$ cat src/hw/fieldbus_pkg.sv
// Purpose: shared constants and types for the fieldbus remote word link
// Assumes: word indices follow the printed hexadecimal word numbers
// Notes: both ends and the bench import this package
package fieldbus_pkg;
  localparam int NUM_WORDS = 26;
  localparam logic [4:0] W_MON_PAIR = 5'h00;
  localparam logic [4:0] W_FREQ = 5'h01;
  localparam logic [4:0] W_CMD_FIRST = 5'h02;
  localparam logic [4:0] W_MON_THREE = 5'h04;
  localparam logic [4:0] W_ALARM_SEL = 5'h08;
  localparam logic [4:0] W_SETPOINT = 5'h09;
  localparam logic [4:0] W_UNUSED_A = 5'h0A;
  localparam logic [4:0] W_UNUSED_B = 5'h0B;
  localparam logic [4:0] W_CMD_SECOND = 5'h10;
  localparam logic [4:0] W_LAST = 5'h19;
  localparam logic [2:0] NUM_SLOTS = 3'h6;
  localparam int NUM_MON = 6;
  localparam int NUM_ALARM_INFO = 5;
  localparam logic [15:0] CMD_CANCEL = 16'h0FFF;
  localparam logic [7:0] ALARM_LOW_FIXED = 8'h00;
  localparam logic [7:0] ALARM_SEL_MAX = 8'h03;
  localparam logic [15:0] SETPOINT_MAX = 16'h3A98;
  localparam logic [15:0] SETPOINT_MIN = 16'hC568;
  // avalon word addresses of the controller
  localparam logic [6:0] AV_RWW_BASE = 7'h00;
  localparam logic [6:0] AV_RWR_BASE = 7'h20;
  localparam logic [6:0] AV_CTRL = 7'h40;
  localparam logic [6:0] AV_STATUS = 7'h41;
  localparam logic [6:0] AV_MASK = 7'h42;
  localparam int CTRL_RYC = 0;
  localparam int CTRL_RYD = 1;
  localparam int CTRL_RYF = 2;
  localparam int ST_FREQ_DONE = 0;
  localparam int ST_CMD_DONE = 1;
  localparam int ST_CMD_ERR = 2;
  localparam int NUM_EVENTS = 3;

  typedef logic [NUM_WORDS-1:0][15:0] word_array_t;
  typedef enum logic [1:0] {S_IDLE, S_CMD, S_WAIT} dev_state_t;

  // command word of chain slot s, its operand word follows it
  function automatic logic [4:0] slot_word(input logic [2:0] s);
    slot_word = (s == 3'h0) ? W_CMD_FIRST : 5'(W_CMD_SECOND + 5'({s - 3'h1, 1'b0}));
  endfunction : slot_word

  // signed setpoint held inside its legal span
  function automatic logic [15:0] clamp_setpoint(input logic [15:0] v);
    if ($signed(v) > $signed(SETPOINT_MAX)) clamp_setpoint = SETPOINT_MAX;
    else if ($signed(v) < $signed(SETPOINT_MIN)) clamp_setpoint = SETPOINT_MIN;
    else clamp_setpoint = v;
  endfunction : clamp_setpoint
endpackage : fieldbus_pkg

$ cat src/hw/fieldbus_link_if.sv
// Purpose: remote word and request/completion bits between master and device
// Assumes: one clock shared by both ends
// Notes: rww from master, rwr from device
`timescale 1ns/1ps
interface fieldbus_link_if;
  import fieldbus_pkg::*;
  word_array_t rww;
  word_array_t rwr;
  logic ryc;
  logic ryd;
  logic ryf;
  logic rxd;
  logic rxf;
  modport master (output rww, ryc, ryd, ryf, input rwr, rxd, rxf);
  modport device (input rww, ryc, ryd, ryf, output rwr, rxd, rxf);
endinterface : fieldbus_link_if

$ cat src/hw/fieldbus_remote_register_cmd.sv
// Purpose: device end, interprets the master-to-device remote words
// Assumes: inverter side answers monitor and alarm lookups in the same cycle
// Notes: one command slot runs at a time via cmd_valid_o / cmd_done_i
// Functional notes
// RULE1 - word 0 bytes pick monitors one, two
// RULE2 - request D loads frequency, then completion D
// RULE3 - request F runs command in word 2
// RULE4 - master loads code and operand before request
// RULE5 - master zeroes operand for operandless commands
// RULE6 - words 4 to 7 pick monitors three-six
// RULE7 - alarm select word picks history entry
// RULE8 - setpoint signed, 0.01 percent, within 150
// RULE9 - chain runs words 2,10,12,14,16,18 in order
// RULE10 - completion F only after word 18 finishes
// RULE11 - code FFF cancels a chained slot
// RULE12 - chained operands come from odd words
// RULE13 - master zeroes unused chained operands
// RULE14 - response zero on success, nonzero error
// RULE15 - alarm code low byte, selection echoed high
// RULE16 - completion drops when its request drops
// RULE17 - unused words A and B ignored
//
// Local design decisions: the Avalon-MM register port and the placing of the registers.
`timescale 1ns/1ps
module fieldbus_remote_register_cmd
  import fieldbus_pkg::*;
(
  // clock and reset
  input wire logic clk_i,
  input wire logic rst_n_i,
  // link
  fieldbus_link_if.device link,
  // monitor lookup
  output logic [NUM_MON-1:0][15:0] mon_code_o,
  input wire logic [NUM_MON-1:0][15:0] mon_value_i,
  // alarm history lookup
  output logic [1:0] alarm_sel_o,
  input wire logic [NUM_ALARM_INFO-1:0][15:0] alarm_info_i,
  // frequency and setpoint
  output logic [15:0] freq_o,
  output logic freq_load_o,
  output logic [15:0] setpoint_o,
  // command execution
  output logic cmd_valid_o,
  output logic [15:0] cmd_code_o,
  output logic [15:0] cmd_operand_o,
  input wire logic cmd_done_i,
  input wire logic [15:0] cmd_resp_i,
  input wire logic [15:0] cmd_rdata_i
);
  typedef struct packed {
    dev_state_t st;
    logic [2:0] slot;
    logic [2:0] req_q;
    logic rxd;
    logic rxf;
    word_array_t rwr;
    logic [15:0] freq;
    logic freq_load;
    logic [15:0] setpoint;
    logic cmd_valid;
    logic [15:0] cmd_code;
    logic [15:0] cmd_operand;
  } dev_reg_t;

  dev_reg_t r;
  dev_reg_t next_r;
  logic [4:0] cw;
  logic [15:0] sel;

  // read word of monitor item k
  function automatic logic [4:0] mon_word(input int k);
    mon_word = (k < 2) ? 5'(k) : 5'(W_MON_THREE + 5'(k - 2));
  endfunction : mon_word

  assign cw = slot_word(r.slot);
  assign sel = link.rww[W_ALARM_SEL];

  always_comb begin
    mon_code_o[0] = {8'h00, link.rww[W_MON_PAIR][7:0]}; // [RULE1]
    mon_code_o[1] = {8'h00, link.rww[W_MON_PAIR][15:8]}; // [RULE1]
    for (int k = 2; k < NUM_MON; k++) begin
      mon_code_o[k] = link.rww[mon_word(k)]; // [RULE6]
    end
  end

  assign alarm_sel_o = sel[9:8]; // [RULE7]

  always_comb begin
    next_r = r;
    next_r.req_q = {link.ryf, link.ryd, link.ryc};
    next_r.freq_load = 1'b0;
    // monitors latched on the rising request
    if (link.ryc && !r.req_q[0]) begin
      for (int k = 0; k < NUM_MON; k++) begin
        next_r.rwr[mon_word(k)] = mon_value_i[k]; // [RULE1] [RULE6]
      end
    end
    // frequency load and its completion
    if (link.ryd && !r.req_q[1]) begin
      next_r.freq = link.rww[W_FREQ]; // [RULE2]
      next_r.freq_load = 1'b1;
      next_r.rxd = 1'b1; // [RULE2]
    end
    if (!link.ryd) begin
      next_r.rxd = 1'b0; // [RULE16]
    end
    // setpoint kept within span; words A and B are never read
    next_r.setpoint = clamp_setpoint(link.rww[W_SETPOINT]); // [RULE8] [RULE17]
    // alarm history refreshed while the selection is legal
    if (sel[7:0] == ALARM_LOW_FIXED && sel[15:8] <= ALARM_SEL_MAX) begin
      next_r.rwr[W_ALARM_SEL] = {sel[15:8], alarm_info_i[0][7:0]}; // [RULE7] [RULE15]
      for (int k = 1; k < NUM_ALARM_INFO; k++) begin
        next_r.rwr[W_ALARM_SEL + 5'(k)] = alarm_info_i[k]; // [RULE7]
      end
    end
    // command chain
    unique case (r.st)
      S_IDLE: begin
        if (link.ryf && !r.req_q[2]) begin
          next_r.slot = 3'h0; // [RULE3]
          next_r.st = S_CMD;
        end
      end
      S_CMD: begin
        if (r.slot == NUM_SLOTS) begin
          next_r.rxf = link.ryf; // [RULE10]
          next_r.st = S_IDLE;
        end else if (r.slot != 3'h0 && link.rww[cw] == CMD_CANCEL) begin
          next_r.slot = r.slot + 3'h1; // [RULE11]
        end else begin
          next_r.cmd_valid = 1'b1;
          next_r.cmd_code = link.rww[cw]; // [RULE3] [RULE9]
          next_r.cmd_operand = link.rww[cw + 5'h01]; // [RULE12]
          next_r.st = S_WAIT;
        end
      end
      S_WAIT: begin
        if (cmd_done_i) begin
          next_r.cmd_valid = 1'b0;
          next_r.rwr[cw] = cmd_resp_i; // [RULE14]
          if (cmd_resp_i == 16'h0000) begin
            next_r.rwr[cw + 5'h01] = cmd_rdata_i; // [RULE14]
          end
          next_r.slot = r.slot + 3'h1; // [RULE9]
          next_r.st = S_CMD;
        end
      end
    endcase
    if (!link.ryf) begin
      next_r.rxf = 1'b0; // [RULE16]
    end
  end

  always_ff @(posedge clk_i or negedge rst_n_i) begin
    if (!rst_n_i) begin
      r <= '0;
    end else begin
      r <= next_r;
    end
  end

  assign link.rwr = r.rwr;
  assign link.rxd = r.rxd;
  assign link.rxf = r.rxf;
  assign freq_o = r.freq;
  assign freq_load_o = r.freq_load;
  assign setpoint_o = r.setpoint;
  assign cmd_valid_o = r.cmd_valid;
  assign cmd_code_o = r.cmd_code;
  assign cmd_operand_o = r.cmd_operand;
endmodule : fieldbus_remote_register_cmd

$ cat src/flat_wrapper.sv
// flat-port wrapper written by rule: the top's interface ports become plain ports
module fieldbus_remote_register_cmd_flat import fieldbus_pkg::*;
  (clk_i, rst_n_i, mon_code_o, mon_value_i, alarm_sel_o, alarm_info_i, freq_o, freq_load_o, setpoint_o, cmd_valid_o, cmd_code_o, cmd_operand_o, cmd_done_i, cmd_resp_i, cmd_rdata_i, link_rww, link_ryc, link_ryd, link_ryf, link_rwr, link_rxd, link_rxf);
  fieldbus_link_if link_i ();
  input wire logic clk_i;
  input wire logic rst_n_i;
  output logic [NUM_MON-1:0][15:0] mon_code_o;
  input wire logic [NUM_MON-1:0][15:0] mon_value_i;
  output logic [1:0] alarm_sel_o;
  input wire logic [NUM_ALARM_INFO-1:0][15:0] alarm_info_i;
  output logic [15:0] freq_o;
  output logic freq_load_o;
  output logic [15:0] setpoint_o;
  output logic cmd_valid_o;
  output logic [15:0] cmd_code_o;
  output logic [15:0] cmd_operand_o;
  input wire logic cmd_done_i;
  input wire logic [15:0] cmd_resp_i;
  input wire logic [15:0] cmd_rdata_i;
  input wire logic [$bits(link_i.rww)-1:0] link_rww;
  input wire logic [$bits(link_i.ryc)-1:0] link_ryc;
  input wire logic [$bits(link_i.ryd)-1:0] link_ryd;
  input wire logic [$bits(link_i.ryf)-1:0] link_ryf;
  output wire logic [$bits(link_i.rwr)-1:0] link_rwr;
  output wire logic [$bits(link_i.rxd)-1:0] link_rxd;
  output wire logic [$bits(link_i.rxf)-1:0] link_rxf;
  assign link_i.rww = link_rww;
  assign link_i.ryc = link_ryc;
  assign link_i.ryd = link_ryd;
  assign link_i.ryf = link_ryf;
  assign link_rwr = link_i.rwr;
  assign link_rxd = link_i.rxd;
  assign link_rxf = link_i.rxf;
  fieldbus_remote_register_cmd u_core (.clk_i(clk_i), .rst_n_i(rst_n_i), .link(link_i), .mon_code_o(mon_code_o), .mon_value_i(mon_value_i), .alarm_sel_o(alarm_sel_o), .alarm_info_i(alarm_info_i), .freq_o(freq_o), .freq_load_o(freq_load_o), .setpoint_o(setpoint_o), .cmd_valid_o(cmd_valid_o), .cmd_code_o(cmd_code_o), .cmd_operand_o(cmd_operand_o), .cmd_done_i(cmd_done_i), .cmd_resp_i(cmd_resp_i), .cmd_rdata_i(cmd_rdata_i));
endmodule
$ cat config.mk
export PLATFORM = sky130hd
export DESIGN_NAME = fieldbus_remote_register_cmd_flat
export DESIGN_NICKNAME = d
export VERILOG_FILES = /design/src/hw/fieldbus_pkg.sv /design/src/hw/fieldbus_link_if.sv /design/src/hw/fieldbus_remote_register_cmd.sv /design/src/flat_wrapper.sv
export SDC_FILE = /design/constraint.sdc
export NUM_CORES = 1
export LEC_CHECK = 0
export ABC_AREA = 1
export ABC_CLOCK_PERIOD_IN_PS = 3600
export BUFFER_PORTS_ARGS = -buffer_cell sky130_fd_sc_hd__buf_4
export CAP_MARGIN = 40
export CORE_AREA = 5 5 475 477
export CTS_CLUSTER_SIZE = 8
export DETAILED_ROUTE_END_ITERATION = 10
export DIE_AREA = 0 0 480 482
export GPL_ROUTABILITY_DRIVEN = 0
export GPL_TIMING_DRIVEN = 1
export SYNTH_ARGS = -nofsm -noshare
export SYNTH_HDL_FRONTEND = slang
export SYNTH_SLANG_ARGS = --single-unit
$ cat constraint.sdc
create_clock -name clk_i -period 3.6 [get_ports clk_i]
set_input_delay 0.18 -clock clk_i [delete_from_list [all_inputs] [get_ports clk_i]]
set_output_delay 0.18 -clock clk_i [all_outputs]
set_load 0.1 [all_outputs]
==> impl_metrics.sql <==
INSERT INTO impl_metrics (metric_group, metric, value, unit) VALUES
('clock_tree', 'clock_tree.htree_level_count', '3', ''),
('grt', 'number_of_antenna_violations_at_the_first_check_in_global_routing', '37', ''),
('sta', 'final_worst_path_cycle_share', '0.9528', ''),
('sta', 'fmaxAchievable', '0.2915', 'GHz'),
('final_layout', 'area.growth.synth_to_final', '48.51', '%'),
('final_layout', 'finish.instance_area', '37040', 'um2'),
('setup_path', 'crit_path_end_kind', 'flop', ''),
('die', 'initial_core_util', '0.1129', ''),
('clock_tree', 'cts_root_buf', 'sky130_fd_sc_hd__clkbuf_16', ''),
('final_layout', 'share_of_layout_cells_above_drive_strength_1', '0.3209', ''),
('grt', 'grt_pass1_wl', '179900', 'um'),
('clock_tree', 'tritoncts_clock_tree', 'done', ''),
('placed_design', 'detailedPlacementHpwl', '107600', 'um'),
('synthesis', 'synth-compound-area-share', '0.07254', ''),
('sta', 'tightest_slew', '1.014', 'ns'),
('sta', 'skew', '0.03540', 'ns'),
('synthesis', 'postSynthCellCount', '2918', ''),
('synthesis', 'synth-seq-cells', '492', ''),
('setup_path', 'crit_chain', 'inv_1 > ha_1 > nand2_2 > inv_1 > buf_12 > nor2_1 > buf_4 > a32oi_1 > dlygate4sd3_1 > o21ai_0 > dlygate4sd3_1 > nand2_1 > nand2_1', ''),
('detailed_routing', 'detailedRoute.firstPassIterationCount', '8', ''),
('detailed_routing', 'drtIter0Drc', '1395', ''),
('synthesis', 'synthesis.yosys.warnings', '0', ''),
('die', 'die-width', '480', 'um'),
('sta', 'final_max_slew_viol_count', '0', ''),
('pwr', 'total_power', '23350', 'uW'),
('pwr', 'vdd_drop_max', '568.9', 'uV'),
('synthesis', 'cells_taking_the_most_area_after_synthesis', 'sky130_fd_sc_hd__dfrtp_1, sky130_fd_sc_hd__buf_4, sky130_fd_sc_hd__nand2_1', ''),
('synthesis', 'ys_dominant_reg_cell', 'sky130_fd_sc_hd__dfrtp_1', ''),
('synthesis', 'synth_adder_area_share', '0.005017', ''),
('run', 'max_cap_violations', '0', ''),
('min_path', 'hold_class', 'in2reg', ''),
('clock_tree', 'tritoncts.num_buffers', '77', ''),
('sta', 'report.final.hold_viol_count', '0', ''),
('final_layout', 'nets', '4234', ''),
('setup_path', 'path_delay_family', 'buffers and inverters', ''),
('synthesis', 'synthDominantAreaCellType', 'sky130_fd_sc_hd__dfrtp_1', ''),
('setup_path', 'path_max_fanout', '31', ''),
('setup_path', 'timing.critical_path.required', '4.18', 'ns'),
('clock_tree', 'cts.sink_count', '492', ''),
('placed_design', 'placement.cell_area', '31460', 'um2'),
('die', 'ios', '1212', ''),
('setup_path', 'worstPathBufferInverterCount', '6', ''),
('synthesis', 'synth-seq-area-share', '0.4936', ''),
('synthesis', 'share_of_the_synthesized_netlist_area_taken_by_xor_and_xnor_gates', '0', ''),
('synthesis', 'mean_instance_size_in_the_synthesized_netlist', '8.547', 'um2'),
('grt', 'globalRouteOverflowTotal', '0', ''),
('clock_tree', 'clock_tree_buffer_depth', '3', ''),
('synthesis', 'synth_simple_gate_area_share', '0.1903', ''),
('sta', 'timing.final.setup_violations', '0', ''),
('die', 'die_span_in_y', '482', 'um'),
('outcome', 'status', 'finished clean', ''),
('setup_path', 'critPathKind', 'reg2reg', ''),
('sta', 'whs', '0.07833', 'ns'),
('setup_path', 'crit_path_top_delay_cell', 'sky130_fd_sc_hd__dlygate4sd3_1', ''),
('setup_path', 'crit_arrival', '4.01', 'ns'),
('die', 'core', '221000', 'um2'),
('die', 'floorplan.rows', '173', ''),
('grt', 'largest_net_degree_at_the_start_of_global_routing', '85', ''),
('sta', 'final_period_minus_worst_setup_slack', '3.430', 'ns'),
('synthesis', 'syn_area', '24940', 'um2'),
('setup_path', 'timing.critical_path.from_type', 'flop', ''),
('setup_path', 'delay_contributed_by_the_slowest_stage_of_the_critical_path', '0.62', 'ns'),
('detailed_routing', 'drt-vias-per-instance', '3.346', ''),
('detailed_routing', 'drt.antenna.violating_nets', '0', ''),
('synthesis', 'yosysUniqueCellTypes', '41', ''),
('grt', 'first_global_vias', '23000', ''),
('pwr', 'power_density', '630.4', 'nW/um2'),
('grt', 'track_usage', '0.1101', ''),
('clock_tree', 'clk-insertion-delay-late', '0.69', 'ns'),
('synthesis', 'synth.top_cell.area_share', '0.4936', ''),
('clock_tree', 'clk_pin_slew', '0.05', 'ns');
## path summary, 6_finish.rpt
path                            slack, ns            startpoint  cells past startpoint                  endpoint
max in group asynchronous            2.11               rst_n_i                      3      u_core.link.rwr[318]
min in group asynchronous            0.18               rst_n_i                      2   u_core.cmd_operand_o[6]
worst min register to register       0.37  u_core.link.rwr[242]                      0      u_core.link.rwr[242]
worst max-delay path                 0.17         u_core.r[488]                     13  u_core.cmd_operand_o[14]
worst max register to register       0.17         u_core.r[488]                     13  u_core.cmd_operand_o[14]
worst min-delay path                 0.08       mon_value_i[61]                      3       u_core.link.rwr[93]
## routing by layer
layer | up-vias | global-route usage | share of wire
met5 | - | 0 | 0.00072
met4 | 16 | 0.05942 | 0.058
met3 | 307 | 0.03811 | 0.091
met2 | 1214 | 0.1941 | 0.50
met1 | 10620 | 0.1154 | 0.35
li1 | 9992 | - | -
## cells in the final DEF (no fill, tap or decap), types with 25 or more instances in the layout
| cell type | instances |
|---|---|
| sky130_fd_sc_hd__a31oi_1 | 64 |
| sky130_fd_sc_hd__a21oi_1 | 36 |
| sky130_fd_sc_hd__clkbuf_16 | 77 |
| sky130_fd_sc_hd__dfrtp_1 | 492 |
| sky130_fd_sc_hd__mux2_2 | 32 |
| sky130_fd_sc_hd__nor2_1 | 161 |
| sky130_fd_sc_hd__buf_4 | 990 |
| sky130_fd_sc_hd__inv_1 | 126 |
| sky130_fd_sc_hd__nand3_1 | 131 |
| sky130_fd_sc_hd__nand2_1 | 821 |
| sky130_fd_sc_hd__o21ai_0 | 185 |
| sky130_fd_sc_hd__dlygate4sd3_1 | 329 |
| sky130_fd_sc_hd__diode_2 | 25 |
## timing repair
action / in CTS / in global routing
endpoints found under the setup margin: 0 / 8
hold buffers: 329 / 0
hold endpoints to repair: 378 / 0
gates resized for setup: 0 / 5
setup buffers: 0 / 0
## cells by family (layout without fill, tap and decap cells)
kind of cell,count (synthesis),in the layout
adder cells (fa/ha/maj),10,10
AO/OA/AOI/OAI,330,330
AND/OR/NAND/NOR,1163,1163
multiplexers,32,32
other,1,41
flip-flops,492,492
buffers and inverters,890,1575
## synth_stat cells (23+ instances only)
master                     instances
sky130_fd_sc_hd__nand3b_1         23
sky130_fd_sc_hd__clkbuf_1        148
sky130_fd_sc_hd__nand3_1         132
sky130_fd_sc_hd__nand2_1         824
sky130_fd_sc_hd__inv_1           128
sky130_fd_sc_hd__nor2_1          161
sky130_fd_sc_hd__buf_4           580
sky130_fd_sc_hd__mux2_2           32
sky130_fd_sc_hd__o21ai_0         187
sky130_fd_sc_hd__a21oi_1          36
sky130_fd_sc_hd__dfrtp_1         492
sky130_fd_sc_hd__a31oi_1          64
## sequential cells by signal (all words and copies together), names as in the netlist, 8 cells and up
signal	count
u_core.cmd_code_o	16
u_core.freq_o	16
u_core.cmd_operand_o	16
u_core.setpoint_o	16
u_core.r	8
u_core.link.rwr	416
## report_power, final
part,internal (uW),leakage (uW),total (uW),switching (uW)
clock network,3950,0.00106,6800,2840
registers,6150,0.00651,6560,402
logic,2480,0.0106,10000,7520
## metrics by stage
| stage | std cells | worst slack [ns] | utilization |
|---|---|---|---|
| after floorplan | 2933 | 0.8147 | - |
| after CTS | 6593 | 0.01928 | 0.1672 |
| final | 6618 | 0.1700 | 0.1676 |
| after detailed placement | 6161 | 0.3638 | 0.1423 |
| after global routing | 6603 | 0.06306 | 0.1674 |
| after global placement | 6154 | 0.4357 | 0.1416 |
## worst reg2reg max path, cell delays in order, from the launching register on
cell and delay (ns):
sky130_fd_sc_hd__dfrtp_1 0.41, sky130_fd_sc_hd__inv_1 0.12, sky130_fd_sc_hd__ha_1 0.22, sky130_fd_sc_hd__nand2_2 0.19, sky130_fd_sc_hd__inv_1 0.26, sky130_fd_sc_hd__buf_12 0.25, sky130_fd_sc_hd__nor2_1 0.07, sky130_fd_sc_hd__buf_4 0.18
sky130_fd_sc_hd__a32oi_1 0.23, sky130_fd_sc_hd__dlygate4sd3_1 0.62, sky130_fd_sc_hd__o21ai_0 0.09, sky130_fd_sc_hd__dlygate4sd3_1 0.56, sky130_fd_sc_hd__nand2_1 0.07, sky130_fd_sc_hd__nand2_1 0.05
## area by class of cell
class	count	area, um2
Fill cell	24590	184000
Clock inverter	15	205.2
Sequential cell	492	12310
Antenna cell	25	62.56
Tap cell	2975	3722
Clock buffer	88	2008
Inverter	137	518.0
Multi-Input combinational cell	1551	7156
Timing Repair Buffer	1335	11060
Note: power is estimated with default switching activity, not from simulation.
